--- config.mk ---
export PLATFORM = sky130hd
export DESIGN_NAME = rmc_reclocker_mode_control
export DESIGN_NICKNAME = d
export VERILOG_FILES = /design/src/rmc_pkg.sv /design/src/rmc_reclocker_mode_control.sv
export SDC_FILE = /design/constraint.sdc
export NUM_CORES = 1
export LEC_CHECK = 0
export ABC_CLOCK_PERIOD_IN_PS = 4210
export CORE_MARGIN = 5
export CORE_UTILIZATION = 50
export CTS_CLUSTER_SIZE = 10
export DETAILED_ROUTE_END_ITERATION = 10
export DONT_BUFFER_PORTS = 1
export MAX_ROUTING_LAYER = met4
export SLEW_MARGIN = 20
export SYNTH_ARGS = -nofsm -noshare
export SYNTH_HDL_FRONTEND = slang
export SYNTH_SLANG_ARGS = --single-unit
--- constraint.sdc ---
create_clock -name ref_clk_in -period 4.21 [get_ports ref_clk_in]
set_input_delay 0.421 -clock ref_clk_in [delete_from_list [all_inputs] [get_ports ref_clk_in]]
set_output_delay 0.421 -clock ref_clk_in [all_outputs]
set_load 0.005 [all_outputs]
--- src/rmc_pkg.sv ---
package rmc_pkg;

  localparam int NUM_CH = 2;

  // rate modes, in button stepping order
  typedef enum logic [4:0]
  {
    RATE_AUTO          = 5'h01,
    RATE_BYPASS        = 5'h02,
    RATE_STANDARD_DEF  = 5'h04,
    RATE_HIGH_DEF      = 5'h08,
    RATE_TRIPLE_HIGH   = 5'h10
  } rmc_rate_type;

  typedef enum logic [1:0]
  {
    ST_ONLINE = 2'h1,
    ST_REBOOT = 2'h2
  } rmc_boot_type;

  // reclocker rate codes, also used for the detected rate input
  localparam logic [1:0] CODE_SD  = 2'h0;
  localparam logic [1:0] CODE_HD  = 2'h1;
  localparam logic [1:0] CODE_3G  = 2'h2;

  // register offsets
  localparam logic [7:0] OFS_CONFIG     = 8'h00;
  localparam logic [7:0] OFS_RATE       = 8'h04;
  localparam logic [7:0] OFS_STATUS     = 8'h08;
  localparam logic [7:0] OFS_IRQ_STATUS = 8'h0c;
  localparam logic [7:0] OFS_IRQ_MASK   = 8'h10;

  // config field positions, per channel: loss mute at 2*ch, equalizer off at 2*ch+1
  localparam int CFG_LOSS_BIT  = 0;
  localparam int CFG_EQOFF_BIT = 1;
  localparam int CFG_CH_STRIDE = 2;
  // rate field: channel ch at bits [8*ch+4 : 8*ch]
  localparam int RATE_CH_STRIDE = 8;

  // status field positions
  localparam int ST_REMOTE_BIT  = 0;
  localparam int ST_ONLINE_BIT  = 1;
  localparam int ST_MUTE_BIT    = 2;
  localparam int ST_EQEN_BIT    = 4;
  localparam int ST_VALID_BIT   = 6;
  localparam int ST_LOCK_BIT    = 8;
  localparam int ST_DET_BIT     = 16;
  localparam int ST_EFFCFG_BIT  = 20;

  // interrupt bits
  localparam int IRQ_LOSS_BIT   = 0;
  localparam int IRQ_RATE_BIT   = 2;
  localparam int IRQ_BOOT_BIT   = 4;
  localparam int IRQ_WIDTH      = 5;

  // reset values
  localparam logic [3:0]  RST_CONFIG   = 4'h0;
  localparam logic [4:0]  RST_IRQ_MASK = 5'h00;

  // timing
  localparam int CLK_MHZ         = 125;
  localparam int DEBOUNCE_MS     = 10;
  localparam int DEBOUNCE_CYCLES = DEBOUNCE_MS * CLK_MHZ * 1000;

endpackage

--- src/rmc_reclocker_mode_control.sv ---
`timescale 1ns/1ps
// How it works
// - remote position: all settings writable over the register port
// - remote mode: buttons still step rate; loss and equalizer jumpers ignored
// - local mode (default): register config writes refused, jumpers used
// - status and configuration stay readable in local mode
// - loss jumper applies only in local mode
// - mute selected: mute outputs on no valid input, or on no lock outside bypass
// - no-mute (default): outputs stay active on loss
// - equalizer jumper used only in local mode and only in bypass
// - bypass: equalizer off when equalizer_off chosen, else on
// - each press steps auto, bypass, standard, high, triple, auto
// - auto: rate detection on, reclocker locks to any supported rate
// - bypass: no reclocking; hd slew unless valid sd input
// - fixed rate: reclock at chosen rate, detection off
// - channel b independent with same controls as channel a
// - after upload, reboot and stay offline to remote until done
module rmc_reclocker_mode_control
#(
  parameter int DEBOUNCE_CYCLES = rmc_pkg::DEBOUNCE_CYCLES
)
(
  input  wire logic        ref_clk_in,
  input  wire logic        srst_in,
  input  wire logic        card_control_select_in,
  input  wire logic        loss_action_a_in,
  input  wire logic        loss_action_b_in,
  input  wire logic        eq_bypass_a_in,
  input  wire logic        eq_bypass_b_in,
  input  wire logic        rate_select_button_a_in,
  input  wire logic        rate_select_button_b_in,
  input  wire logic        input_valid_a_in,
  input  wire logic        input_valid_b_in,
  input  wire logic        reclock_locked_a_in,
  input  wire logic        reclock_locked_b_in,
  input  wire logic [1:0]  detected_rate_a_in,
  input  wire logic [1:0]  detected_rate_b_in,
  input  wire logic        upload_done_in,
  input  wire logic        reboot_done_in,
  input  wire logic [7:0]  reg_addr_in,
  input  wire logic [31:0] reg_wdata_in,
  input  wire logic        reg_wr_in,
  input  wire logic        reg_rd_in,
  output logic      [31:0] reg_rdata_out,
  output logic             irq_out,
  output logic             mute_a_out,
  output logic             mute_b_out,
  output logic             eq_enable_a_out,
  output logic             eq_enable_b_out,
  output logic             reclock_bypass_a_out,
  output logic             reclock_bypass_b_out,
  output logic             auto_detect_a_out,
  output logic             auto_detect_b_out,
  output logic      [1:0]  reclock_rate_a_out,
  output logic      [1:0]  reclock_rate_b_out,
  output logic             slew_hd_a_out,
  output logic             slew_hd_b_out,
  output logic             remote_online_out,
  output logic             reboot_request_out
);

  localparam int NCH = rmc_pkg::NUM_CH;
  localparam int NPIN = 13;
  localparam int IRQ_W = rmc_pkg::IRQ_WIDTH;

  function automatic rmc_pkg::rmc_rate_type step_rate(input rmc_pkg::rmc_rate_type cur);
    case (cur)
      rmc_pkg::RATE_AUTO:         step_rate = rmc_pkg::RATE_BYPASS;
      rmc_pkg::RATE_BYPASS:       step_rate = rmc_pkg::RATE_STANDARD_DEF;
      rmc_pkg::RATE_STANDARD_DEF: step_rate = rmc_pkg::RATE_HIGH_DEF;
      rmc_pkg::RATE_HIGH_DEF:     step_rate = rmc_pkg::RATE_TRIPLE_HIGH;
      default:                    step_rate = rmc_pkg::RATE_AUTO;
    endcase
  endfunction

  function automatic logic legal_rate(input logic [4:0] code);
    legal_rate = (code == rmc_pkg::RATE_AUTO) || (code == rmc_pkg::RATE_BYPASS) ||
                 (code == rmc_pkg::RATE_STANDARD_DEF) || (code == rmc_pkg::RATE_HIGH_DEF) ||
                 (code == rmc_pkg::RATE_TRIPLE_HIGH);
  endfunction

  function automatic int cfg_pos(input int ch, input int field);
    cfg_pos = ch * rmc_pkg::CFG_CH_STRIDE + field;
  endfunction

  // jumper, status and button pins: two flip-flops before use; upload done and the register port are used unsynchronised
  logic [NPIN-1:0] pin_meta;
  logic [NPIN-1:0] pin_sync;
  wire  [NPIN-1:0] pin_raw = {reboot_done_in, detected_rate_b_in, detected_rate_a_in,
                              reclock_locked_b_in, reclock_locked_a_in,
                              input_valid_b_in, input_valid_a_in,
                              eq_bypass_b_in, eq_bypass_a_in,
                              loss_action_b_in, loss_action_a_in};
  logic [NCH-1:0]  btn_meta;
  logic [NCH-1:0]  btn_sync;
  logic            remote_meta;
  logic            remote_sync;

  always_ff @(posedge ref_clk_in)
  begin
    pin_meta    <= pin_raw;
    pin_sync    <= pin_meta;
    btn_meta    <= {rate_select_button_b_in, rate_select_button_a_in};
    btn_sync    <= btn_meta;
    remote_meta <= card_control_select_in;
    remote_sync <= remote_meta;
  end

  wire [NCH-1:0] jp_loss  = pin_sync[1:0];
  wire [NCH-1:0] jp_eqoff = pin_sync[3:2];
  wire [NCH-1:0] valid    = pin_sync[5:4];
  wire [NCH-1:0] locked   = pin_sync[7:6];
  wire [1:0]     det_rate [NCH];
  assign det_rate[0] = pin_sync[9:8];
  assign det_rate[1] = pin_sync[11:10];
  // third stage on reboot done: it is only read as a level, so the extra cycle is harmless
  logic          boot_done_sync;
  always_ff @(posedge ref_clk_in)
  begin
    boot_done_sync <= pin_sync[NPIN-1];
  end

  // reboot sequencing
  rmc_pkg::rmc_boot_type boot_state;
  rmc_pkg::rmc_boot_type next_boot_state;
  wire online = (boot_state == rmc_pkg::ST_ONLINE);
  wire boot_finished = (boot_state == rmc_pkg::ST_REBOOT) && boot_done_sync;

  always_comb
  begin
    case (boot_state)
      rmc_pkg::ST_ONLINE: next_boot_state = upload_done_in ? rmc_pkg::ST_REBOOT : rmc_pkg::ST_ONLINE;
      rmc_pkg::ST_REBOOT: next_boot_state = boot_done_sync ? rmc_pkg::ST_ONLINE : rmc_pkg::ST_REBOOT;
      default:            next_boot_state = rmc_pkg::ST_ONLINE;
    endcase
  end

  always_ff @(posedge ref_clk_in)
  begin
    if (srst_in)
      boot_state <= rmc_pkg::ST_ONLINE;
    else
      boot_state <= next_boot_state;
  end

  // register access, refused while offline
  // offline reads answer zero so no stale status leaks out
  wire acc_wr = reg_wr_in && online;
  wire acc_rd = reg_rd_in && online;
  wire remote = remote_sync;
  wire wr_config = acc_wr && remote && (reg_addr_in == rmc_pkg::OFS_CONFIG);
  wire wr_rate   = acc_wr && remote && (reg_addr_in == rmc_pkg::OFS_RATE);
  wire wr_irqst  = acc_wr && (reg_addr_in == rmc_pkg::OFS_IRQ_STATUS);
  wire wr_irqmk  = acc_wr && (reg_addr_in == rmc_pkg::OFS_IRQ_MASK);

  logic [3:0]           cfg;
  logic [IRQ_W-1:0]     irq_status;
  logic [IRQ_W-1:0]     irq_mask;

  always_ff @(posedge ref_clk_in)
  begin
    if (srst_in)
      cfg <= rmc_pkg::RST_CONFIG;
    else if (wr_config)
      cfg <= reg_wdata_in[3:0];
  end

  // per channel logic, channel b identical to channel a
  rmc_pkg::rmc_rate_type rate [NCH];
  logic [NCH-1:0] mute;
  logic [NCH-1:0] eq_en;
  logic [NCH-1:0] bypass;
  logic [NCH-1:0] auto_det;
  logic [NCH-1:0] slew_hd;
  logic [1:0]     rate_code [NCH];
  logic [NCH-1:0] press;
  logic [NCH-1:0] loss_eff;
  logic [NCH-1:0] eqoff_eff;
  logic [NCH-1:0] loss_event;
  logic [NCH-1:0] rate_event;

  genvar ch;
  generate
    for (ch = 0; ch < NCH; ch++)
    begin : g_ch
      logic [31:0] db_cnt;
      logic        db_stable;
      logic        loss_seen;
      wire  [4:0]  wr_code = reg_wdata_in[ch*rmc_pkg::RATE_CH_STRIDE +: 5];
      wire         wr_ok   = wr_rate && legal_rate(wr_code);

      // a press counts once the level has held for the whole debounce time
      // limitation: a press shorter than the debounce time is dropped
      always_ff @(posedge ref_clk_in)
      begin
        if (srst_in)
        begin
          db_cnt    <= '0;
          db_stable <= 1'b0;
        end
        else if (btn_sync[ch] == db_stable)
          db_cnt <= '0;
        else if (db_cnt >= 32'(DEBOUNCE_CYCLES - 1))
        begin
          db_cnt    <= '0;
          db_stable <= btn_sync[ch];
        end
        else
          db_cnt <= db_cnt + 32'h1;
      end

      assign press[ch] = (btn_sync[ch] != db_stable) && (db_cnt >= 32'(DEBOUNCE_CYCLES - 1)) &&
                         btn_sync[ch];

      // button works in either mode; a press beats a same-cycle register write
      always_ff @(posedge ref_clk_in)
      begin
        if (srst_in)
          rate[ch] <= rmc_pkg::RATE_AUTO;
        else if (press[ch])
          rate[ch] <= step_rate(rate[ch]);
        else if (wr_ok)
          rate[ch] <= rmc_pkg::rmc_rate_type'(wr_code);
      end

      assign loss_eff[ch]  = remote ? cfg[cfg_pos(ch, rmc_pkg::CFG_LOSS_BIT)]  : jp_loss[ch];
      assign eqoff_eff[ch] = remote ? cfg[cfg_pos(ch, rmc_pkg::CFG_EQOFF_BIT)] : jp_eqoff[ch];

      assign bypass[ch]   = (rate[ch] == rmc_pkg::RATE_BYPASS);
      assign auto_det[ch] = (rate[ch] == rmc_pkg::RATE_AUTO);
      // lock has no meaning in bypass, so only loss of input mutes there
      wire lost = !valid[ch] || (!bypass[ch] && !locked[ch]);
      assign mute[ch]  = loss_eff[ch] && lost;
      assign eq_en[ch] = !(bypass[ch] && eqoff_eff[ch]);

      always_comb
      begin
        case (rate[ch])
          rmc_pkg::RATE_STANDARD_DEF: rate_code[ch] = rmc_pkg::CODE_SD;
          rmc_pkg::RATE_HIGH_DEF:     rate_code[ch] = rmc_pkg::CODE_HD;
          rmc_pkg::RATE_TRIPLE_HIGH:  rate_code[ch] = rmc_pkg::CODE_3G;
          default:                    rate_code[ch] = det_rate[ch];
        endcase
      end

      wire sd_now = bypass[ch] ? (valid[ch] && det_rate[ch] == rmc_pkg::CODE_SD)
                               : (rate_code[ch] == rmc_pkg::CODE_SD);
      assign slew_hd[ch] = !sd_now;

      always_ff @(posedge ref_clk_in)
      begin
        if (srst_in)
          loss_seen <= 1'b0;
        else
          loss_seen <= lost;
      end
      assign loss_event[ch] = lost && !loss_seen;
      assign rate_event[ch] = press[ch] || wr_ok;
    end
  endgenerate

  // output flops
  always_ff @(posedge ref_clk_in)
  begin
    if (srst_in)
    begin
      mute_a_out           <= 1'b0;
      mute_b_out           <= 1'b0;
      eq_enable_a_out      <= 1'b1;
      eq_enable_b_out      <= 1'b1;
      reclock_bypass_a_out <= 1'b0;
      reclock_bypass_b_out <= 1'b0;
      auto_detect_a_out    <= 1'b1;
      auto_detect_b_out    <= 1'b1;
      reclock_rate_a_out   <= rmc_pkg::CODE_SD;
      reclock_rate_b_out   <= rmc_pkg::CODE_SD;
      slew_hd_a_out        <= 1'b1;
      slew_hd_b_out        <= 1'b1;
    end
    else
    begin
      mute_a_out           <= mute[0];
      mute_b_out           <= mute[1];
      eq_enable_a_out      <= eq_en[0];
      eq_enable_b_out      <= eq_en[1];
      reclock_bypass_a_out <= bypass[0];
      reclock_bypass_b_out <= bypass[1];
      auto_detect_a_out    <= auto_det[0];
      auto_detect_b_out    <= auto_det[1];
      reclock_rate_a_out   <= rate_code[0];
      reclock_rate_b_out   <= rate_code[1];
      slew_hd_a_out        <= slew_hd[0];
      slew_hd_b_out        <= slew_hd[1];
    end
  end

  always_ff @(posedge ref_clk_in)
  begin
    if (srst_in)
    begin
      remote_online_out  <= 1'b1;
      reboot_request_out <= 1'b0;
    end
    else
    begin
      remote_online_out  <= (next_boot_state == rmc_pkg::ST_ONLINE);
      reboot_request_out <= (next_boot_state == rmc_pkg::ST_REBOOT);
    end
  end

  // interrupts: set wins over a write-one clear
  wire [IRQ_W-1:0] irq_set = {boot_finished, rate_event, loss_event};
  wire [IRQ_W-1:0] irq_clr = wr_irqst ? reg_wdata_in[IRQ_W-1:0] : '0;

  always_ff @(posedge ref_clk_in)
  begin
    if (srst_in)
    begin
      irq_status <= '0;
      irq_mask   <= rmc_pkg::RST_IRQ_MASK;
      irq_out    <= 1'b0;
    end
    else
    begin
      irq_status <= (irq_status & ~irq_clr) | irq_set;
      if (wr_irqmk)
        irq_mask <= reg_wdata_in[IRQ_W-1:0];
      // irq uses the next status and mask, so a clear drops it without a cycle of lag
      irq_out <= |(((irq_status & ~irq_clr) | irq_set) & (wr_irqmk ? reg_wdata_in[IRQ_W-1:0] : irq_mask));
    end
  end

  // read side: status always visible while online
  logic [31:0] status_word;
  always_comb
  begin
    status_word = '0;
    status_word[rmc_pkg::ST_REMOTE_BIT] = remote;
    status_word[rmc_pkg::ST_ONLINE_BIT] = online;
    status_word[rmc_pkg::ST_MUTE_BIT +: 2]  = mute;
    status_word[rmc_pkg::ST_EQEN_BIT +: 2]  = eq_en;
    status_word[rmc_pkg::ST_VALID_BIT +: 2] = valid;
    status_word[rmc_pkg::ST_LOCK_BIT +: 2]  = locked;
    status_word[rmc_pkg::ST_DET_BIT +: 2]   = det_rate[0];
    status_word[rmc_pkg::ST_DET_BIT+2 +: 2] = det_rate[1];
    status_word[rmc_pkg::ST_EFFCFG_BIT +: 4] = {eqoff_eff[1], loss_eff[1], eqoff_eff[0], loss_eff[0]};
  end

  wire [31:0] rate_word = {19'h0, rate[1], 3'h0, rate[0]};

  logic [31:0] rd_mux;
  always_comb
  begin
    case (reg_addr_in)
      rmc_pkg::OFS_CONFIG:     rd_mux = {28'h0, cfg};
      rmc_pkg::OFS_RATE:       rd_mux = rate_word;
      rmc_pkg::OFS_STATUS:     rd_mux = status_word;
      rmc_pkg::OFS_IRQ_STATUS: rd_mux = {27'h0, irq_status};
      rmc_pkg::OFS_IRQ_MASK:   rd_mux = {27'h0, irq_mask};
      default:                 rd_mux = 32'h0;
    endcase
  end

  always_ff @(posedge ref_clk_in)
  begin
    if (srst_in)
      reg_rdata_out <= 32'h0;
    else
      reg_rdata_out <= acc_rd ? rd_mux : 32'h0;
  end

endmodule

==> flow_metrics.env, run 1 <==
export IMPL_max_slew_margin_rel_pct=36.2
export IMPL_synth_adder_area_share_pct=0.788
export IMPL_slowest_delay_ns=0.49
export IMPL_fmaxAchievable_mhz=436
export IMPL_post_route_util_pct=57.3
export IMPL_vdd_ir_drop_worst_uv=387
export IMPL_syn_inst=652
export IMPL_min_path_type="input port to flop"
export IMPL_synthSimpleGateAreaFrac_pct=21.6
export IMPL_grt_pass1_vias=4294
export IMPL_numPortBuffers=0
export IMPL_grt_pass1_wl_um=20400
export IMPL_maxCapViolCount=0
export IMPL_dr_pass1_iters=4
export IMPL_post_cts_setup_buffers=0
export IMPL_antenna_cells=0
export IMPL_tritoncts="yes"
export IMPL_vias=4398
export IMPL_fin_skew_ns=0.00652
export IMPL_worstPathMaxFanout=20
export IMPL_clock_path_buffers=2
export IMPL_num_fill_cells=1163
export IMPL_antenna_found_initial=0
export IMPL_period_share_pct=54.4
export IMPL_syn_area_um2=6350
export IMPL_grtUsageTotal_pct=17.9
export IMPL_postRouteAntennaNets=0
export IMPL_ys_seq_elements=165
export IMPL_p_leak_nw=2.72
export IMPL_dp_cells=819
export IMPL_die_w_um=123
export IMPL_cp_end_kind="flop"
export IMPL_synth_edff_count=10
export IMPL_min_delay_path_depth=0
export IMPL_ys_warnings_count=0
export IMPL_critPathMostFrequentCell="nor2_1"
export IMPL_clock_sinks=165
export IMPL_clkTransAtPathRegs_ns=0.06
export IMPL_p_per_area_nw_per_um2=457
export IMPL_vias_per_cell=5.11
export IMPL_cts_htree_levels=4
export IMPL_yosysUniqueCellTypes=61
export IMPL_synthDominantCellAreaShare_pct=48.9
export IMPL_clk_latency_ns=0.42
export IMPL_synthTopCellsByArea="dfxtp_1 (49%), nor2_1 (6.4%), edfxtp_1 (4.7%), xnor2_1 (3.2%), xor2_1 (3.0%)"
export IMPL_tightest_slew_ns=0.953
export IMPL_numCtsBuffers=17
export IMPL_setup_tns_ns=0
export IMPL_grt_max_degree=53
export IMPL_required_ns=4.49
export IMPL_hold_end="pin_meta[3]"
export IMPL_crit_path_start_kind="flop"
export IMPL_ff2ff_path_depth=7
export IMPL_path_cells="ha_1 > nand3_1 > a2111o_1 > a21oi_1 > nor2_1 > nand2_1 > nor2_1"
export IMPL_syn_to_final_growth_pct=12.9
export IMPL_synth_xor_area_share_pct=6.21
export IMPL_num_rows=41
export IMPL_syn_area_per_cell_um2=9.74
export IMPL_worstSetupPathType="flop to flop"
export IMPL_remaining_drc_errors=0
export IMPL_synthArstFlopShare_pct=0
export IMPL_cp_slowest_cell="nand2_1"
export IMPL_die_y_um=123
export IMPL_r2r_end="g_ch[1].db_cnt[4]"
export IMPL_drt_iter0_markers=320
export IMPL_synth_largest_area_cell="dfxtp_1"
export IMPL_r2r_setup_slack_ns=1.92
export IMPL_synthMuxAreaShare_pct=4.43
export IMPL_dp_hpwl_um=8930
export IMPL_cp_arrival_ns=2.57
export IMPL_grt_setup_unrepaired="no"
export IMPL_nNetsFinal=740
export IMPL_ys_seq_area_share_pct=53.6
export IMPL_synth_compound_area_share_pct=9.62
export IMPL_clock_root_buffer="clkbuf_16"
export IMPL_timing_final_hold_violations=0
export IMPL_min_from="eq_bypass_b_in"
export IMPL_place_congestion=0.860
export IMPL_initial_core_util_pct=50.7
export IMPL_layout_drive_gt1_share_pct=7.70
export IMPL_slew_viol_final=0
export IMPL_wl_per_cell_um=14.6
export IMPL_routed_wl_um=12600
export IMPL_grt_overflow_total=0
export IMPL_synth_top_family_by_area="simple AND/OR/NAND/NOR gates"
export IMPL_dieArea_um2=15100
export IMPL_stdcell_count=860
export IMPL_setup_viol=0
export IMPL_finalCriticalPeriod_ns=2.29
export IMPL_coreArea_um2=12500
export IMPL_synth_main_ff_cell="dfxtp_1"
export IMPL_outcome="finished clean"
export IMPL_r2r_start="g_ch[1].db_cnt[0]"
export IMPL_ios=110
report_power, final:
group / internal, W / switching, W / total (W)
Sequential: 0.00163 / 0.0000353 / 0.00167
Clock: 0.000897 / 0.000596 / 0.00149
Combinational: 0.0000529 / 0.0000623 / 0.000115
repair_timing:
action,CTS,global route
endpoints found under the hold margin,0,9
resized for setup,0,0
hold buffers,0,9
logic make-up after synthesis:
family,Yosys count
xor+xnor,45
other cells,1
fa+ha+maj,4
mux,27
buf+inv,47
compound gates,82
simple gates,281
flops,165
cell usage after synthesis, types with 2 or more instances:
library cell / count
a2bb2oi_1: 2
or3_1: 3
nor4_1: 7
a311o_1: 2
nor3b_1: 6
and3_1: 24
nand3b_1: 5
buf_2: 2
clkbuf_1: 21
and4_1: 2
mux2i_1: 18
a2111oi_4: 2
nand4_1: 8
mux2_2: 9
xor2_1: 22
buf_6: 2
inv_1: 9
buf_4: 11
o31ai_1: 3
nor3_1: 19
dfxtp_1: 155
o21ai_0: 22
ha_1: 4
xnor2_1: 23
a21o_1: 2
nor2_1: 109
a21oi_1: 20
a31oi_1: 3
nand2b_1: 5
a2111oi_0: 2
and2_1: 11
buf_1: 2
nand2_1: 44
edfxtp_1: 10
nor2b_1: 8
a22oi_1: 8
nand3_1: 23
layout make-up:
class                           instances  area, um^2  share of cell area (%)
Clock buffer                           21         493                    6.88
Sequential cell                       165        3400                    47.5
Timing Repair Buffer                   10        97.6                    1.36
Tap cell                              172         215                    3.00
Inverter                                9        33.8                   0.471
Multi-Input combinational cell        472        2830                    39.5
Clock inverter                         11        95.1                    1.33
layout by cell type, fill, tap and decap left out, types with 4 or more instances in the layout:
cell,n
a21oi_1,20
a22oi_1,8
and2_1,11
and3_1,24
clkbuf_16,19
clkinv_2,4
clkinvlp_4,4
conb_1,33
dfxtp_1,155
dlygate4sd3_1,9
edfxtp_1,10
ha_1,4
inv_1,9
mux2_2,9
mux2i_1,18
nand2_1,44
nand2b_1,5
nand3_1,23
nand3b_1,5
nand4_1,8
nor2_1,109
nor2b_1,8
nor3_1,19
nor3b_1,6
nor4_1,7
o21ai_0,22
xnor2_1,23
xor2_1,22
worst max path at each step:
stage	startpoint	to	slack, ns	cells after the start
finish	g_ch[1].db_cnt[0]	g_ch[1].db_cnt[4]	1.92	7
global route	g_ch[1].db_cnt[0]	g_ch[1].db_cnt[17]	1.65	7
CTS	g_ch[1].db_cnt[0]	g_ch[1].db_cnt[6]	1.87	7
detailed placement	reg_addr_in[5]	reg_rdata_out[9]	1.77	6
global placement	reg_addr_in[5]	reg_rdata_out[9]	1.82	6
floorplan	g_ch[0].db_cnt[0]	rate[0][0]	2.25	7
sequential cells by signal, indices dropped and copies added, names as in the netlist, 4 cells and up:
register,count
cfg,4
rate,10
pin_sync,13
pin_meta,13
g_ch.db_cnt,64
irq_mask,5
reg_rdata_out,21
irq_status,5
critical path, delay by kind of cell (launching register included):
kind            cells  cell delay, ns
simple gates        4            0.84
compound gates      2            0.72
flops               1            0.36
fa+ha+maj           1            0.22
through the flow:
stage,total power [W],instance area (um^2),setup slack (ns),hold WS [ns]
2_1_floorplan,0.00179,6470,2.25,0.310
5_1_grt,0.00341,7170,1.65,0.000741
3_5_place_dp,0.00181,6490,1.77,0.312
3_3_place_gp,0.00180,6490,1.82,0.311
4_1_cts,0.00331,7080,1.87,0.00424
6_report,0.00327,7170,1.92,0.0278
routing by layer:
layer  routed length (um)  track usage (%)
met5                    0                -
met4                  190             6.09
met3                  738             5.16
met2                 6110             28.7
met1                 5510             21.8
Power figures use the tool's default switching activity.
==> inputs of run 2 (changes only) <==
--- a/config.mk
+++ b/config.mk
@@ -5,13 +5,15 @@
 export SDC_FILE = /design/constraint.sdc
 export NUM_CORES = 1
 export LEC_CHECK = 0
-export ABC_CLOCK_PERIOD_IN_PS = 4210
+export ABC_AREA = 1
+export ABC_CLOCK_PERIOD_IN_PS = 2100
 export CORE_MARGIN = 5
 export CORE_UTILIZATION = 50
 export CTS_CLUSTER_SIZE = 10
 export DETAILED_ROUTE_END_ITERATION = 10
 export DONT_BUFFER_PORTS = 1
 export MAX_ROUTING_LAYER = met4
+export PLACE_DENSITY = 0.68
 export SLEW_MARGIN = 20
 export SYNTH_ARGS = -nofsm -noshare
 export SYNTH_HDL_FRONTEND = slang
==> constraint.sdc (replaced) <==
create_clock -name ref_clk_in -period 2.1 [get_ports ref_clk_in]
set_input_delay 0.21 -clock ref_clk_in [delete_from_list [all_inputs] [get_ports ref_clk_in]]
set_output_delay 0.21 -clock ref_clk_in [all_outputs]
set_load 0.005 [all_outputs]
==> run 2 against run 1 <==
Sequential share of layout area is 1.5 points lower. Clock power is 98% higher. Final area grew 3.2%. Critical path type unchanged. Critical endpoint is now rate[1][2].
==> flow_metrics.env, run 2 <==
export IMPL_setup_tns_ns=0
export IMPL_drt_iter0_markers=407
export IMPL_top_register="g_ch.db_cnt"
export IMPL_clock_root_buffer="clkbuf_16"
export IMPL_ios=110
export IMPL_die_y_um=123
export IMPL_synth_largest_area_cell="dfxtp_1"
export IMPL_ys_warnings_count=0
export IMPL_syn_area_per_cell_um2=8.41
export IMPL_syn_area_um2=6340
export IMPL_grt_pass1_wl_um=22000
export IMPL_critPathMostFrequentCell="nand2_4"
export IMPL_min_delay_path_depth=2
export IMPL_yosysMostFrequentCell="dfxtp_1"
export IMPL_stdcell_count=1000
export IMPL_place_congestion=0.956
export IMPL_grt_max_degree=26
export IMPL_path_cells="ha_1 > nand3_2 > a21oi_1 > nand2_1 > nand2_2 > nand2_4 > nand2_4 > nand2_4 > a21oi_4 > inv_1 > nand2_2"
export IMPL_antenna_cells=0
export IMPL_syn_inst=754
export IMPL_clock_path_buffers=2
export IMPL_p_per_area_nw_per_um2=888
export IMPL_ys_seq_area_share_pct=53.7
export IMPL_clock_sinks=165
export IMPL_hold_end="rate[1][3]"
export IMPL_period_share_pct=92.7
export IMPL_r2r_start="g_ch[1].db_cnt[0]"
export IMPL_synth_main_ff_cell="dfxtp_1"
export IMPL_mostFrequentLayoutCells="dfxtp_1 (155), nand2_1 (132), nor2_1 (112)"
export IMPL_coreArea_um2=12500
export IMPL_finalCriticalPeriod_ns=1.95
export IMPL_clkTransAtPathRegs_ns=0.06
export IMPL_reg_largest_list="g_ch.db_cnt (64), reg_rdata_out (21)"
export IMPL_slew_viol_final=0
export IMPL_vias=4918
export IMPL_max_slew_margin_rel_pct=28.2
export IMPL_routed_wl_um=13500
export IMPL_ff2ff_path_depth=11
export IMPL_cp_slowest_cell="dfxtp_1"
export IMPL_fin_skew_ns=0.00803
export IMPL_required_ns=2.23
export IMPL_synthTopCellsByArea="dfxtp_1 (49%), nand2_1 (7.9%), nor2_1 (6.6%), inv_1 (5.3%), edfxtp_1 (4.7%)"
export IMPL_nNetsFinal=880
export IMPL_synthDominantCellAreaShare_pct=48.9
export IMPL_synthArstFlopShare_pct=0
export IMPL_synth_top_cells_by_count="dfxtp_1 (155), nand2_1 (133), nor2_1 (112)"
export IMPL_maxCapViolCount=0
export IMPL_num_rows=41
export IMPL_syn_to_final_growth_pct=16.7
export IMPL_r2r_setup_slack_ns=0.15
export IMPL_largest_reg_flops=64
export IMPL_numPortBuffers=0
export IMPL_grt_overflow_total=0
export IMPL_setup_viol=0
export IMPL_timing_final_hold_violations=0
export IMPL_grt_pass1_vias=4668
export IMPL_synth_edff_count=10
export IMPL_outcome="finished clean"
export IMPL_dp_hpwl_um=9800
export IMPL_initial_core_util_pct=50.7
export IMPL_dp_cells=946
export IMPL_numCtsBuffers=17
export IMPL_yosysUniqueCellTypes=45
export IMPL_layout_drive_gt1_share_pct=10.6
export IMPL_worst_path_buf_inv=1
export IMPL_dieArea_um2=15000
export IMPL_tritoncts="yes"
export IMPL_worstSetupPathType="flop to flop"
export IMPL_min_from="reg_wdata_in[11]"
export IMPL_clk_latency_ns=0.42
export IMPL_crit_path_start_kind="flop"
export IMPL_remaining_drc_errors=0
export IMPL_min_path_type="input port to flop"
export IMPL_fmaxAchievable_mhz=514
export IMPL_vias_per_cell=4.92
export IMPL_tightest_slew_ns=1.07
export IMPL_r2r_end="rate[1][2]"
export IMPL_die_w_um=123
export IMPL_grt_setup_unrepaired="no"
export IMPL_slowest_delay_ns=0.36
export IMPL_cp_end_kind="flop"
export IMPL_cts_htree_levels=4
export IMPL_hold_slack_ns=0.0200
export IMPL_grtUsageTotal_pct=19.3
export IMPL_layout_commonest_cell="dfxtp_1"
export IMPL_dr_pass1_iters=5
export IMPL_postRouteAntennaNets=0
export IMPL_power_w=0.00657
export IMPL_worstPathMaxFanout=6
export IMPL_critPathTopFamily="simple AND/OR/NAND/NOR gates"
export IMPL_cp_arrival_ns=2.07
export IMPL_wl_per_cell_um=13.5
export IMPL_p_leak_nw=3.13
export IMPL_antenna_found_initial=0
export IMPL_vdd_ir_drop_worst_uv=704
export IMPL_ys_seq_elements=165
==> run 2: cell types whose count changed after synthesis, moves of 15 or more <==
cell      change
clkbuf_1     -21
nand2_1      +89
and3_1       -24
xnor2_1      -15
a21oi_1      +18
mux2i_1      -17
inv_1        +80
==> run 2: logic make-up (layout without fill, tap and decap cells) <==
| family | after synthesis | in the layout | share of synthesized area (%) |
|---|---|---|---|
| AO/OA/AOI/OAI | 85 | 85 | 7.79 |
| XOR/XNOR | 20 | 20 | 2.76 |
| adder cells (fa/ha/maj) | 4 | 4 | 0.789 |
| buffers and inverters | 113 | 155 | 7.56 |
| flip-flops | 165 | 165 | 53.7 |
| multiplexers | 1 | 1 | 0.158 |
| other | 1 | 33 | 0.0591 |
| AND/OR/NAND/NOR | 365 | 365 | 27.2 |
==> run 2: how the worst max path moves through the flow <==
stage / start / to / cells past startpoint
floorplan: g_ch[1].db_cnt[0] / rate[1][0] / 11
global placement: g_ch[1].db_cnt[0] / rate[1][0] / 11
detailed placement: g_ch[1].db_cnt[0] / rate[1][0] / 11
CTS: g_ch[1].db_cnt[0] / rate[1][0] / 11
global route: g_ch[1].db_cnt[0] / rate[1][3] / 11
finish: g_ch[1].db_cnt[0] / rate[1][2] / 11
==> run 2: worst reg2reg max path, stage by stage (launching register included) <==
cell	delay [ns]
dfxtp_1	0.36
ha_1	0.21
nand3_2	0.12
a21oi_1	0.14
nand2_1	0.07
nand2_2	0.08
nand2_4	0.07
nand2_4	0.10
nand2_4	0.08
a21oi_4	0.20
inv_1	0.10
nand2_2	0.13
==> run 2: timing repair <==
item,4_1_cts,5_1_grt
setup endpoints to repair,0,10
hold buffers,22,0
resized for setup,0,2
buffers inserted,0,0
endpoints found under the hold margin,46,0
==> run 2: metrics by stage <==
| step | utilization (%) | worst slack [ns] | instance area [um^2] |
|---|---|---|---|
| after global routing | 59.1 | 0.0144 | 7400 |
| after global placement | 52.7 | 0.174 | 6600 |
| after detailed placement | 52.7 | 0.125 | 6600 |
| after CTS | 59.1 | 0.104 | 7390 |
| final | 59.1 | 0.154 | 7400 |
| after floorplan | - | 0.299 | 6460 |
==> run 2: area by class of cell <==
type / instances / area (um^2)
Clock inverter: 14 / 131
Timing Repair Buffer: 29 / 273
Tap cell: 172 / 215
Multi-Input combinational cell: 508 / 2590
Fill cell: 1115 / 5120
Sequential cell: 165 / 3400
Clock buffer: 18 / 439
Inverter: 94 / 353
==> run 2: per-layer routing <==
metal	track usage [%]	wire length, um
met5	-	0
met1	24.9	5910
met3	4.98	1080
met2	29.2	6200
met4	7.84	276
==> run 2: power breakdown <==
part           total, W  internal, W  switching, W  leakage, nW
Clock           0.00295      0.00160       0.00135        0.283
Combinational  0.000299     0.000104      0.000196         1.47
Sequential      0.00332      0.00327     0.0000530         1.38
Total           0.00657      0.00498       0.00160         3.13
==> inputs of run 3 (changes only) <==
--- a/config.mk
+++ b/config.mk
@@ -13,7 +13,7 @@
 export DETAILED_ROUTE_END_ITERATION = 10
 export DONT_BUFFER_PORTS = 1
 export MAX_ROUTING_LAYER = met4
-export PLACE_DENSITY = 0.68
+export PLACE_DENSITY = 0.77
 export SLEW_MARGIN = 20
 export SYNTH_ARGS = -nofsm -noshare
 export SYNTH_HDL_FRONTEND = slang
==> run 3 against run 2 <==
Worst hold slack better by 0.0014 ns. Utilization increased by 0.62 points. Critical path depth did not move. Clock-buffer cell count down 1. Sequential share of layout area down 0.48 points. First-iteration DRC count down 30%. Highest routed layer unchanged.
==> flow_metrics.env, run 3 (synthesized netlist as in run 2, its figures left out) <==
export IMPL_outcome="finished clean"
export IMPL_drt_iter0_markers=286
export IMPL_dr_pass1_iters=5
export IMPL_setup_viol=0
export IMPL_maxCapViolCount=0
export IMPL_routed_wl_um=12900
export IMPL_worstSetupPathType="flop to flop"
export IMPL_num_rows=41
export IMPL_coreArea_um2=12500
export IMPL_power_w=0.00693
export IMPL_ff2ff_path_depth=11
export IMPL_die_y_um=123
export IMPL_min_delay_path_depth=2
export IMPL_p_leak_nw=3.16
export IMPL_fin_skew_ns=0.00660
export IMPL_antenna_cells=0
export IMPL_max_slew_margin_rel_pct=30.2
export IMPL_p_per_area_nw_per_um2=927
export IMPL_finalCriticalPeriod_ns=1.90
export IMPL_clock_sinks=165
export IMPL_top_register="g_ch.db_cnt"
export IMPL_setup_tns_ns=0
export IMPL_vias=4852
export IMPL_largest_reg_flops=64
export IMPL_grt_pass1_wl_um=20900
export IMPL_remaining_drc_errors=0
export IMPL_grt_pass1_vias=4513
export IMPL_grtUsageTotal_pct=18.5
export IMPL_hold_slack_ns=0.0214
export IMPL_layout_drive_gt1_share_pct=10.3
export IMPL_crit_path_start_kind="flop"
export IMPL_clkTransAtPathRegs_ns=0.06
export IMPL_place_congestion=0.881
export IMPL_min_path_type="input port to flop"
export IMPL_required_ns=2.23
export IMPL_tritoncts="yes"
export IMPL_slew_viol_final=0
export IMPL_die_w_um=123
export IMPL_ios=110
export IMPL_reg_largest_list="g_ch.db_cnt (64), reg_rdata_out (21)"
export IMPL_tightest_slew_ns=1.04
export IMPL_postRouteAntennaNets=0
export IMPL_timing_final_hold_violations=0
export IMPL_antenna_found_initial=0
export IMPL_cp_end_kind="flop"
export IMPL_vdd_ir_drop_worst_uv=618
export IMPL_cts_htree_levels=4
export IMPL_layout_commonest_cell="dfxtp_1"
export IMPL_dp_hpwl_um=9180
export IMPL_initial_core_util_pct=50.7
export IMPL_worstPathMaxFanout=6
export IMPL_grt_setup_unrepaired="no"
export IMPL_clock_path_buffers=2
export IMPL_cp_arrival_ns=2.03
export IMPL_vias_per_cell=4.85
export IMPL_dieArea_um2=15000
export IMPL_fmaxAchievable_mhz=527
export IMPL_grt_max_degree=26
export IMPL_stdcell_area_um2=7480
export IMPL_clock_root_buffer="clkbuf_16"
export IMPL_numCtsBuffers=17
export IMPL_grt_overflow_total=0
export IMPL_mostFrequentLayoutCells="dfxtp_1 (155), nand2_1 (132), nor2_1 (112)"
export IMPL_syn_to_final_growth_pct=17.9
export IMPL_period_share_pct=90.4
export IMPL_nNetsFinal=881
export IMPL_wl_per_cell_um=12.9
export IMPL_clk_latency_ns=0.42
export IMPL_numPortBuffers=0
export IMPL_post_dp_cell_area_um2=6600
export IMPL_pre_cts_ws_ns=0.182
export IMPL_finalWorstSetupSlack_ns=0.201
run 3: where the power goes:
part,internal [W],total [W],switching (W)
sequential,0.00327,0.00332,0.0000508
combinational,0.000107,0.000303,0.000195
clock,0.00202,0.00331,0.00129
total,0.00540,0.00693,0.00153
run 3: per-stage QoR:
step,util (%),std cells
4_1_cts,59.7,1001
3_5_place_dp,52.7,945
6_report,59.7,1001
2_1_floorplan,-,786
5_1_grt,59.7,1001
3_3_place_gp,52.7,945
run 3: layer usage:
layer  vias to the layer above  global-route usage (%)  share of wire [%]
met4                         0                    8.82                2.9
li1                       2510                       -                  -
met5                         -                       -                  0
met1                      2186                    21.5                 44
met2                       127                    29.3                 47
met3                        29                    5.76                6.6
run 3: path summary, 6_finish.rpt:
| path | end | slack [ns] | start |
|---|---|---|---|
| setup / recovery | rate[1][0] | 0.20 | g_ch[1].db_cnt[0] |
| setup reg to reg | rate[1][0] | 0.20 | g_ch[1].db_cnt[0] |
| hold reg to reg | pin_sync[8] | 0.33 | pin_meta[8] |
| hold / removal | rate[1][4] | 0.02 | reg_wdata_in[12] |
run 3: what timing repair did:
action / 4_1_cts / 5_1_grt
buffers inserted: 0 / 0
hold buffers: 24 / 0
setup endpoints to repair: 0 / 5
hold endpoints to repair: 46 / 0
resized for setup: 0 / 1
run 3: layout make-up:
type,count,area (um^2)
fillers,1056,5040
flip-flops and latches,165,3400
multi-input cells,508,2580
clock buffers,17,425
inverters,94,353
repair buffers,30,285
clock inverters,15,215
well taps,172,215
run 3: critical path, stage by stage, from the launching register on:
cell,delay (ns)
dfxtp_1,0.35
ha_1,0.21
nand3_2,0.12
a21oi_1,0.18
nand2_1,0.09
nand2_2,0.08
nand2_4,0.06
nand2_4,0.10
nand2_4,0.08
a21oi_4,0.14
inv_1,0.08
nand2_2,0.12
